### config.mk
export PLATFORM = sky130hd
export DESIGN_NAME = quad_conv_control
export DESIGN_NICKNAME = d
export VERILOG_FILES = /design/src/logic/quad_conv_pkg.sv /design/src/logic/serial_word_shifter.sv /design/src/logic/quad_conv_control.sv
export VERILOG_INCLUDE_DIRS = /design/src /design/src/logic
export SDC_FILE = /design/constraint.sdc
export NUM_CORES = 1
export LEC_CHECK = 0
export BUFFER_PORTS_ARGS = -buffer_cell sky130_fd_sc_hd__buf_4
export CORE_MARGIN = 1
export CORE_UTILIZATION = 40
export DETAILED_ROUTE_END_ITERATION = 7
export PLACE_DENSITY = 0.58
export SYNTH_ARGS = -nofsm -noshare
export SYNTH_HDL_FRONTEND = slang
export SYNTH_SLANG_ARGS = --single-unit
### constraint.sdc
create_clock -name CLOCK -period 5.6 [get_ports CLOCK]
set_input_delay 0 -clock CLOCK [delete_from_list [all_inputs] [get_ports CLOCK]]
set_output_delay 0 -clock CLOCK [all_outputs]
set_load 0.01 [all_outputs]
### src/logic/quad_conv_params.svh
`ifndef QUAD_CONV_PARAMS_SVH
`define QUAD_CONV_PARAMS_SVH

// ----------------------------------------
// codes and word layout
// ----------------------------------------
`define CODE_W          12
`define WORD_W          16
`define CHAN_N          4
`define CODE_ZERO_SCALE 12'h000
`define CODE_MID_SCALE  12'h800
`define WORD_SEL_HI     15
`define WORD_SEL_LO     14
`define WORD_CODE_MSB   11

// ----------------------------------------
// synchroniser idle level
// ----------------------------------------
`define SYNC_IDLE       1'b1

`endif

### src/logic/quad_conv_pkg.sv
package quad_conv_pkg;
	typedef logic [11:0] code_t;
	typedef logic [15:0] word_t;
	typedef logic [1:0]  chan_t;
endpackage

### src/logic/serial_word_shifter.sv
`timescale 1ns/100ps
`include "quad_conv_params.svh"

// ----------------------------------------
// shift register clocked by sampled shift-control edges
// ----------------------------------------
module serial_word_shifter
(
	// clock and reset
	input  wire logic                  clk,
	input  wire logic                  rst,
	// synchronised pins
	input  wire logic                  shift_ctl,
	input  wire logic                  data_bit,
	// shifted word
	output quad_conv_pkg::word_t       word
);
	typedef struct packed
	{
		logic                 ctl_d;
		quad_conv_pkg::word_t sr;
	} shf_s;

	shf_s st_r;
	shf_s st_nxt;

	always_comb
	begin
		st_nxt       = st_r;
		st_nxt.ctl_d = shift_ctl;
		// rising edge of cs OR clk: advance one bit, msb first
		if (shift_ctl && !st_r.ctl_d)
			st_nxt.sr = {st_r.sr[`WORD_W-2:0], data_bit};
	end

	// the device reset leaves the shift register alone; only power-up clears it
	always_ff @(posedge clk or posedge rst)
	begin
		if (rst)
			st_r <= '{ctl_d: 1'b1, sr: 16'h0000};
		else
			st_r <= st_nxt;
	end

	assign word = st_r.sr;
endmodule // serial_word_shifter

### src/logic/quad_conv_control.sv
`timescale 1ns/100ps
`include "quad_conv_params.svh"

// Operation
// - while reset is low every input and output register is forced to the reset code, from the third clock edge that samples it low.
// - the reset code is 000 hex with the select low and 800 hex with it high.
// - output registers follow input registers while the load-all strobe is low, else hold.
// - only the addressed input register follows the shifted code while the load strobe is low.
// - each channel has an input stage followed by a separate output stage.
// - four channels of 12-bit codes, loaded through a serial input.
// - a word is 16 bits, two select bits, two unused bits, then the code msb first.
// - the shift register advances on each rising edge of chip select OR serial clock.
// - reset leaves latched registers at the reset code on release and never touches the shifter.

module quad_conv_control
(
	// system
	input  wire logic                  CLOCK,
	input  wire logic                  RST,
	// serial pins
	input  wire logic                  SERIAL_CLK,
	input  wire logic                  CHIP_SELECT_N,
	input  wire logic                  SERIAL_WORD_IN,
	// control pins
	input  wire logic                  INPUT_LOAD_STROBE_N,
	input  wire logic                  LOAD_ALL_OUTPUTS_N,
	input  wire logic                  RESET_N,
	input  wire logic                  RESET_CODE_SELECT,
	// converter codes
	output quad_conv_pkg::code_t       OUT_CODE_A,
	output quad_conv_pkg::code_t       OUT_CODE_B,
	output quad_conv_pkg::code_t       OUT_CODE_C,
	output quad_conv_pkg::code_t       OUT_CODE_D,
	// addressed channel of the shifted word
	output quad_conv_pkg::chan_t       CHANNEL_SELECT
);
	// ----------------------------------------
	// state
	// ----------------------------------------
	typedef struct packed
	{
		// first synchroniser stage, may be metastable
		logic                          serial_clk_m;
		logic                          cs_n_m;
		logic                          sdi_m;
		logic                          ld_n_m;
		logic                          ldall_n_m;
		logic                          rst_n_m;
		logic                          sel_m;
		// second stage, the only one that logic reads
		logic                          serial_clk_q;
		logic                          cs_n_q;
		logic                          sdi_q;
		logic                          ld_n_q;
		logic                          ldall_n_q;
		logic                          rst_n_q;
		logic                          sel_q;
		// double-buffered channel stages
		quad_conv_pkg::code_t [3:0]    in_reg;
		quad_conv_pkg::code_t [3:0]    out_reg;
	} ctl_s;

	ctl_s st_r;
	ctl_s st_nxt;

	// ----------------------------------------
	// power-up value
	// ----------------------------------------
	// pins idle high, so no false shift edge follows power-up
	localparam ctl_s ctl_power_up = '{
		serial_clk_m: `SYNC_IDLE,
		cs_n_m:       `SYNC_IDLE,
		sdi_m:        `SYNC_IDLE,
		ld_n_m:       `SYNC_IDLE,
		ldall_n_m:    `SYNC_IDLE,
		rst_n_m:      `SYNC_IDLE,
		sel_m:        `SYNC_IDLE,
		serial_clk_q: `SYNC_IDLE,
		cs_n_q:       `SYNC_IDLE,
		sdi_q:        `SYNC_IDLE,
		ld_n_q:       `SYNC_IDLE,
		ldall_n_q:    `SYNC_IDLE,
		rst_n_q:      `SYNC_IDLE,
		sel_q:        `SYNC_IDLE,
		in_reg:       {`CHAN_N{`CODE_ZERO_SCALE}},
		out_reg:      {`CHAN_N{`CODE_ZERO_SCALE}}
	};

	// ----------------------------------------
	// synchronised pins
	// ----------------------------------------
	logic                 clk_s;
	logic                 cs_n_s;
	logic                 sdi_s;
	logic                 ld_n_s;
	logic                 ldall_n_s;
	logic                 rst_n_s;
	logic                 sel_s;
	logic                 shift_ctl;
	logic [3:0]           chan_hit;
	quad_conv_pkg::word_t word;
	quad_conv_pkg::code_t rst_code;
	quad_conv_pkg::chan_t chan;

	assign clk_s     = st_r.serial_clk_q;
	assign cs_n_s    = st_r.cs_n_q;
	assign sdi_s     = st_r.sdi_q;
	assign ld_n_s    = st_r.ld_n_q;
	assign ldall_n_s = st_r.ldall_n_q;
	assign rst_n_s   = st_r.rst_n_q;
	// select shares the reset path latency, so a changed strap is seen in time
	assign sel_s     = st_r.sel_q;

	// ----------------------------------------
	// decoders
	// ----------------------------------------
	function automatic quad_conv_pkg::code_t reset_code(input logic sel);
		reset_code = sel ? `CODE_MID_SCALE : `CODE_ZERO_SCALE;
	endfunction

	function automatic logic addr_match
	(
		input quad_conv_pkg::chan_t sel,
		input quad_conv_pkg::chan_t idx
	);
		addr_match = (sel == idx);
	endfunction

	// ----------------------------------------
	// channel address decode
	// ----------------------------------------
	genvar g;
	generate
		for (g = 0; g < `CHAN_N; g++)
		begin : g_chan
			assign chan_hit[g] = addr_match(chan, 2'(g));
		end
	endgenerate

	// ----------------------------------------
	// serial shifter
	// ----------------------------------------
	// either pin can clock alone; the other is parked low
	assign shift_ctl = clk_s | cs_n_s;

	serial_word_shifter u_shift
	(
		.clk       (CLOCK),
		.rst       (RST),
		.shift_ctl (shift_ctl),
		.data_bit  (sdi_s),
		.word      (word)
	); // reset pin not connected to shifter

	assign chan     = {word[`WORD_SEL_HI], word[`WORD_SEL_LO]};
	assign rst_code = reset_code(sel_s);

	// ----------------------------------------
	// double-buffered channel registers
	// ----------------------------------------
	always_comb
	begin
		st_nxt              = st_r;
		// stage one samples the pins, stage two the first stage
		st_nxt.serial_clk_m = SERIAL_CLK;
		st_nxt.cs_n_m       = CHIP_SELECT_N;
		st_nxt.sdi_m        = SERIAL_WORD_IN;
		st_nxt.ld_n_m       = INPUT_LOAD_STROBE_N;
		st_nxt.ldall_n_m    = LOAD_ALL_OUTPUTS_N;
		st_nxt.rst_n_m      = RESET_N;
		st_nxt.sel_m        = RESET_CODE_SELECT;
		st_nxt.serial_clk_q = st_r.serial_clk_m;
		st_nxt.cs_n_q       = st_r.cs_n_m;
		st_nxt.sdi_q        = st_r.sdi_m;
		st_nxt.ld_n_q       = st_r.ld_n_m;
		st_nxt.ldall_n_q    = st_r.ldall_n_m;
		st_nxt.rst_n_q      = st_r.rst_n_m;
		st_nxt.sel_q        = st_r.sel_m;
		for (int i = 0; i < `CHAN_N; i++)
		begin
			// reset wins over both load strobes
			if (!rst_n_s)
			begin
				st_nxt.in_reg[i]  = rst_code;
				st_nxt.out_reg[i] = rst_code;
			end
			else
			begin
				// latched stages simply keep the reset code after release
				if (!ld_n_s && chan_hit[i])
				begin
					st_nxt.in_reg[i] = word[`WORD_CODE_MSB:0];
				end
				// transparent output sees this cycle's input stage
				if (!ldall_n_s)
				begin
					st_nxt.out_reg[i] = st_nxt.in_reg[i];
				end
			end
		end
	end

	// ----------------------------------------
	// state register
	// ----------------------------------------
	// power-up state only; the pin reset is sampled like any other input
	always_ff @(posedge CLOCK or posedge RST)
	begin
		if (RST)
		begin
			st_r <= ctl_power_up;
		end
		else
		begin
			st_r <= st_nxt;
		end
	end

	// ----------------------------------------
	// outputs
	// ----------------------------------------
	assign OUT_CODE_A     = st_r.out_reg[0];
	assign OUT_CODE_B     = st_r.out_reg[1];
	assign OUT_CODE_C     = st_r.out_reg[2];
	assign OUT_CODE_D     = st_r.out_reg[3];
	assign CHANNEL_SELECT = chan;
endmodule // quad_conv_control

==> results.yml, run 1 <==
status:
  outcome: "finished, final reports clean"
place:
  place.gp.congestion: 0.717
  placed_cell_area_um2: 5420
  port_buffers: 58
  dp_hpwl_mm: 5.73
synth:
  yosys_warnings: 0
  synth_cell_types: 25
  yosysSeqAreaShare: 0.608
  yosysTopAreaCell: "dfrtp_1"
  synth-async-reset-ratio: 1.00
  ys.flop_type: "dfrtp_1"
  yosysTopAreaCellShare: 0.533
  ys_ff_latch: 127
  synth_commonest_cells: "112 x dfrtp_1, 51 x buf_4, 44 x o21ai_0"
  synth_most_common_cell: "dfrtp_1"
  synth_edf_count: 0
  syn-cell-area_um2: 5250
  yosys-top-cells-area: "dfrtp_1 53%, dfstp_2 7.5%, buf_4 7.3%"
  syn-num-nets: 448
  syn_inst: 439
  syn_area_per_cell_um2: 12.0
critical_path:
  slowest_delay_ns: 1.04
  crit_fanout: 13
  reg2regPathDepth: 3
  worst_path_max_delay_cell: "nor3_2"
  crit_path_start_kind: "register"
  critPathBufInv: 0
  crit_family: "simple AND/OR/NAND/NOR gates"
  crit_chain: "nor3_2 -> mux2i_1 -> a21oi_1"
  crit_type: "register to register"
  cp.required_ns: 5.85
  crit_arrival_ns: 2.35
  cp-end-kind: "register"
  cp.depth: 3
route:
  first_pass_iters: 5
  drtAntennaViolNets: 0
  wirelength_mm: 9.55
  drc: 0
  routedWlPerCell_um: 15.0
  viasPerCell: 4.81
  vias: 3057
  drt_iter0_drc: 202
sta:
  setup-violations-final: 0
  rsz0062_at_grt: "false"
  fin_skew_ns: 0.0105
  period_minus_slack_ns: 2.10
  finalMaxSlewViolations: 0
  relSlewSlack: 0.156
  finalHoldWorstSlack_ns: 0.229
  tns_ns: 0
  hold_viol_final: 0
  finalCritPeriodShare: 0.375
  max_freq_ghz: 0.476
  tightest_slew_ns: 1.26
floorplanning:
  ios: 59
  die_height_um: 117
  dieArea_um2: 13600
  coreArea_um2: 12700
  initial_core_util: 0.413
  rows: 41
  die_x_um: 117
layout:
  syn_to_final_growth_pct: 16.4
  utilization: 0.481
  diodes: 0
  final_net_count: 459
  design_area_um2: 6120
  drive_gt1_frac: 0.279
power_and_ir_drop:
  power.density_nw_per_um2: 406
  peakVddDrop_mv: 0.161
  leakagePower_uw: 0.00270
  finalPower_uw: 2480
grt:
  grt_start_max_net_pins: 89
  grtUsageTotal: 0.157
  antenna_found_initial: 0
  overflow: 0
  grt_pass1_wl_mm: 15.8
  grt_pass1_vias: 2960
hold_path:
  hold_depth: 2
  hp-class: "primary input to register"
clock_tree:
  cts_tree: "built"
  htreeDepth: 4
  clk_pin_slew_ns: 0.06
  numCtsBuffers: 17
  clock_sinks: 127
  clock_latency_ns: 0.42
  root_buffer: "clkbuf_16"
  ctsResizeCount: 0
  clock_path_buffers: 2
flow_run:
  maxCapViolCount: 0
flip-flops by register name (all words and copies together), names as in the netlist:
name,count
OUT_CODE_A,12
OUT_CODE_B,12
OUT_CODE_C,12
OUT_CODE_D,12
clk_s,1
cs_n_s,1
ld_n_s,1
ldall_n_s,1
rst_n_s,1
sdi_s,1
sel_s,1
st_nxt,7
st_r,48
u_shift.st_r,1
u_shift.word,16
path summary, 6_finish.rpt:
path / start / to / slack, ns
worst max register to register: u_shift.word[14] / OUT_CODE_A[8] / 3.50
min in group asynchronous: RST / st_r[79] / 0.24
worst max-delay path: u_shift.word[14] / OUT_CODE_A[8] / 3.50
max in group asynchronous: RST / st_r[84] / 3.98
worst min-delay path: RESET_N / st_nxt[97] / 0.23
worst min register to register: st_nxt[99] / ld_n_s / 0.35
power breakdown:
| part | switching (µW) | internal [µW] | total (µW) |
|---|---|---|---|
| Clock | 405 | 725 | 1130 |
| Combinational | 112 | 119 | 231 |
| Sequential | 108 | 1010 | 1120 |
| Total | 625 | 1860 | 2480 |
logic make-up after synthesis:
kind of cell,after synthesis,share of synthesized area
mux,49,0.0972
buf+inv,79,0.0986
compound gates,111,0.116
simple gates,73,0.0793
flops,127,0.608
layout make-up:
type / count / area (µm²)
clock buffer: 20 / 457
multi-input combinational: 233 / 1540
sequential: 127 / 3200
clock inverter: 12 / 160
tap: 172 / 215
timing repair buffer: 69 / 538
inverter: 2 / 10.0
fill: 1193 / 6610
cell usage in the layout (no fill, tap or decap), drive strengths merged:
master and n:
dlygate4sd3 8, a21boi 11, mux2i 33, dfstp 15, nand2 28, clkinv 4, a31oi 19, bufinv 3
dfrtp 112, nor2b 34, o22ai 4, nor3b 2, nand3b 1, nor3 1, mux2 16, inv 3
clkbuf 20, and3b 1, o21ai 44, or2 1, nor2 1, a21oi 33, nand2b 4, buf 61
clkinvlp 4
metal layers:
layer / part of all wire / global-route usage / up-vias
li1: - / - / 1492
met1: 0.51 / 0.225 / 1481
met2: 0.43 / 0.219 / 70
met3: 0.041 / 0.0400 / 14
met4: 0.020 / 0.0810 / 0
met5: 0 / 0 / -
metrics by stage:
| stage | std cells | setup slack [ns] |
|---|---|---|
| 6_report | 635 | 3.50 |
| 5_1_grt | 635 | 3.31 |
| 4_1_cts | 635 | 3.42 |
| 3_5_place_dp | 595 | 3.42 |
| 3_3_place_gp | 595 | 3.52 |
| 2_1_floorplan | 439 | 2.24 |
repair_timing:
| action | CTS | global route |
|---|---|---|
| hold buffers | 8 | 0 |
| endpoints found under the hold margin | 46 | 0 |
| buffers inserted | 0 | 0 |
Note: power is estimated with default switching activity, not from simulation.
==> inputs of run 2 (changes only) <==
- ABC_AREA: unset -> 1
- PLACE_DENSITY: 0.58 -> 0.6
- clock period: 5.6 -> 1.91 ns (I/O delays scaled with it)
==> results.yml, run 2 <==
layout:
  design_area_um2: 6350
  diodes: 0
  mostFrequentLayoutCells: "170 x nand2_1, 112 x dfrtp_1, 112 x inv_1"
  multi_input_area_um2: 1260
  largest-register: "st_r"
  fillers: 1291
  layout_commonest_cell: "nand2_1"
  regArea_um2: 3200
  largest_reg_flops: 48
  final_net_count: 645
  syn_to_final_growth_pct: 16.5
  drive_gt1_frac: 0.180
clock_tree:
  clock_path_buffers: 2
  ctsResizeCount: 0
  htreeDepth: 4
  numCtsBuffers: 17
  clock_sinks: 127
  cts_tree: "built"
  root_buffer: "clkbuf_16"
  clk_pin_slew_ns: 0.05
  ctsHoldBuffers: 8
  clock_latency_ns: 0.42
  postCtsSetupBuffers: 0
sta:
  fin_skew_ns: 0.00487
  tns_ns: 0
  worst_slack_ns: 0.457
  tightest_slew_ns: 0.687
  relSlewSlack: 0.542
  max_freq_ghz: 0.688
  finalCritPeriodShare: 0.761
  hold_viol_final: 0
  period_minus_slack_ns: 1.45
  rsz0062_at_grt: "false"
  finalMaxSlewViolations: 0
  setup-violations-final: 0
grt:
  overflow: 0
  antenna_found_initial: 0
  grt_start_max_net_pins: 128
  grt_pass1_wl_mm: 17.5
  grt_pass1_vias: 3504
  grtUsageTotal: 0.164
status:
  outcome: "finished, final reports clean"
floorplanning:
  initial_core_util: 0.411
  ios: 59
  rows: 42
  coreArea_um2: 13200
  die_height_um: 119
  die_x_um: 119
  dieArea_um2: 14100
critical_path:
  crit_type: "register to register"
  rrSetupSlack_ns: 0.46
  r2r-end: "OUT_CODE_A[5]"
  r2r_start: "u_shift.word[14]"
  reg2regPathDepth: 6
  cp.required_ns: 2.19
  crit_fanout: 11
  crit_path_start_kind: "register"
  cp-end-kind: "register"
  crit_arrival_ns: 1.73
route:
  dr.max_layer_used: "met4"
  first_pass_iters: 4
  route.met2.wl_mm: 4.88
  viasPerCell: 4.38
  met3WireLength_um: 475
  routedWlPerCell_um: 12.7
  drt_iter0_drc: 279
  m1WireLength_mm: 5.00
  drtAntennaViolNets: 0
  wirelength_mm: 10.5
  vias: 3611
  drc: 0
flow_run:
  maxCapViolCount: 0
synth:
  synth_most_common_cell: "nand2_1"
  synth-async-reset-ratio: 1.00
  syn_inst: 617
  yosys-top-cells-area: "dfrtp_1 51%, nand2_1 12%, inv_1 7.8%"
  syn-cell-area_um2: 5450
  ys.flop_type: "dfrtp_1"
  yosys_warnings: 0
  ys_ff_latch: 127
  syn_area_per_cell_um2: 8.83
  syn-num-nets: 626
  yosysTopAreaCell: "dfrtp_1"
  yosysSeqAreaShare: 0.587
  synth_commonest_cells: "170 x nand2_1, 113 x inv_1, 112 x dfrtp_1"
  synth_edf_count: 0
  synth_cell_types: 19
  yosysTopAreaCellShare: 0.514
place:
  dp_slack_ns: 0.439
  port_buffers: 58
  placed_cell_area_um2: 5630
  dp_hpwl_mm: 6.72
  place.gp.congestion: 0.789
power_and_ir_drop:
  peakVddDrop_mv: 0.598
  power.density_nw_per_um2: 1190
  leakagePower_uw: 0.00358
hold_path:
  hold_depth: 2
  holdPathEnd: "st_nxt[98]"
  hp-class: "primary input to register"
  hold_start: "LOAD_ALL_OUTPUTS_N"
## run 2: cell type report
type | count | area share
Tap cell | 176 | 0.0347
Clock buffer | 22 | 0.0747
Inverter | 114 | 0.0680
Timing Repair Buffer | 76 | 0.0950
Sequential cell | 127 | 0.504
Multi-Input combinational cell | 300 | 0.199
Clock inverter | 10 | 0.0250
## run 2: worst max-delay path by stage
stage / slack, ns / endpoint / start / depth (start not counted)
floorplan: 0.35 / OUT_CODE_A[0] / RST / 1
global placement: 0.46 / OUT_CODE_A[3] / u_shift.word[14] / 6
detailed placement: 0.44 / OUT_CODE_A[5] / u_shift.word[14] / 6
CTS: 0.44 / OUT_CODE_A[5] / u_shift.word[14] / 6
global route: 0.30 / OUT_CODE_A[9] / u_shift.word[14] / 6
finish: 0.46 / OUT_CODE_A[5] / u_shift.word[14] / 6
## run 2: kinds of logic after synthesis
family / count (synthesis) / share of synthesized area
simple gates: 240 / 0.177
compound gates: 60 / 0.0551
buf+inv: 190 / 0.182
flops: 127 / 0.587
## run 2: layer usage
metal,global-route usage,vias up
li1,-,1828
met1,0.221,1694
met2,0.247,73
met3,0.0483,16
met4,0.0617,0
met5,0,-
## run 2: worst max-delay path, cell delays in order, from the launching register on
cell     delay (ns)
dfrtp_1        0.47
nor2_2         0.20
nand2_1        0.10
inv_1          0.26
nand2_1        0.09
nand3_1        0.12
o21ai_0        0.09
## run 2: power breakdown
part	internal [µW]	switching (µW)	leakage (µW)	total, µW
clock	2280	1130	0.000306	3410
sequential	2990	152	0.00166	3150
combinational	357	647	0.00161	1000
## run 2: per-stage QoR
stage | instances | power (µW) | hold WS (ns) | utilization
2_1_floorplan | 617 | 3930 | 0.00448 | -
3_3_place_gp | 785 | 4170 | 0.109 | 0.425
3_5_place_dp | 785 | 4190 | 0.109 | 0.425
4_1_cts | 825 | 7660 | 0.211 | 0.479
5_1_grt | 825 | 7920 | 0.225 | 0.479
6_report | 825 | 7560 | 0.231 | 0.479
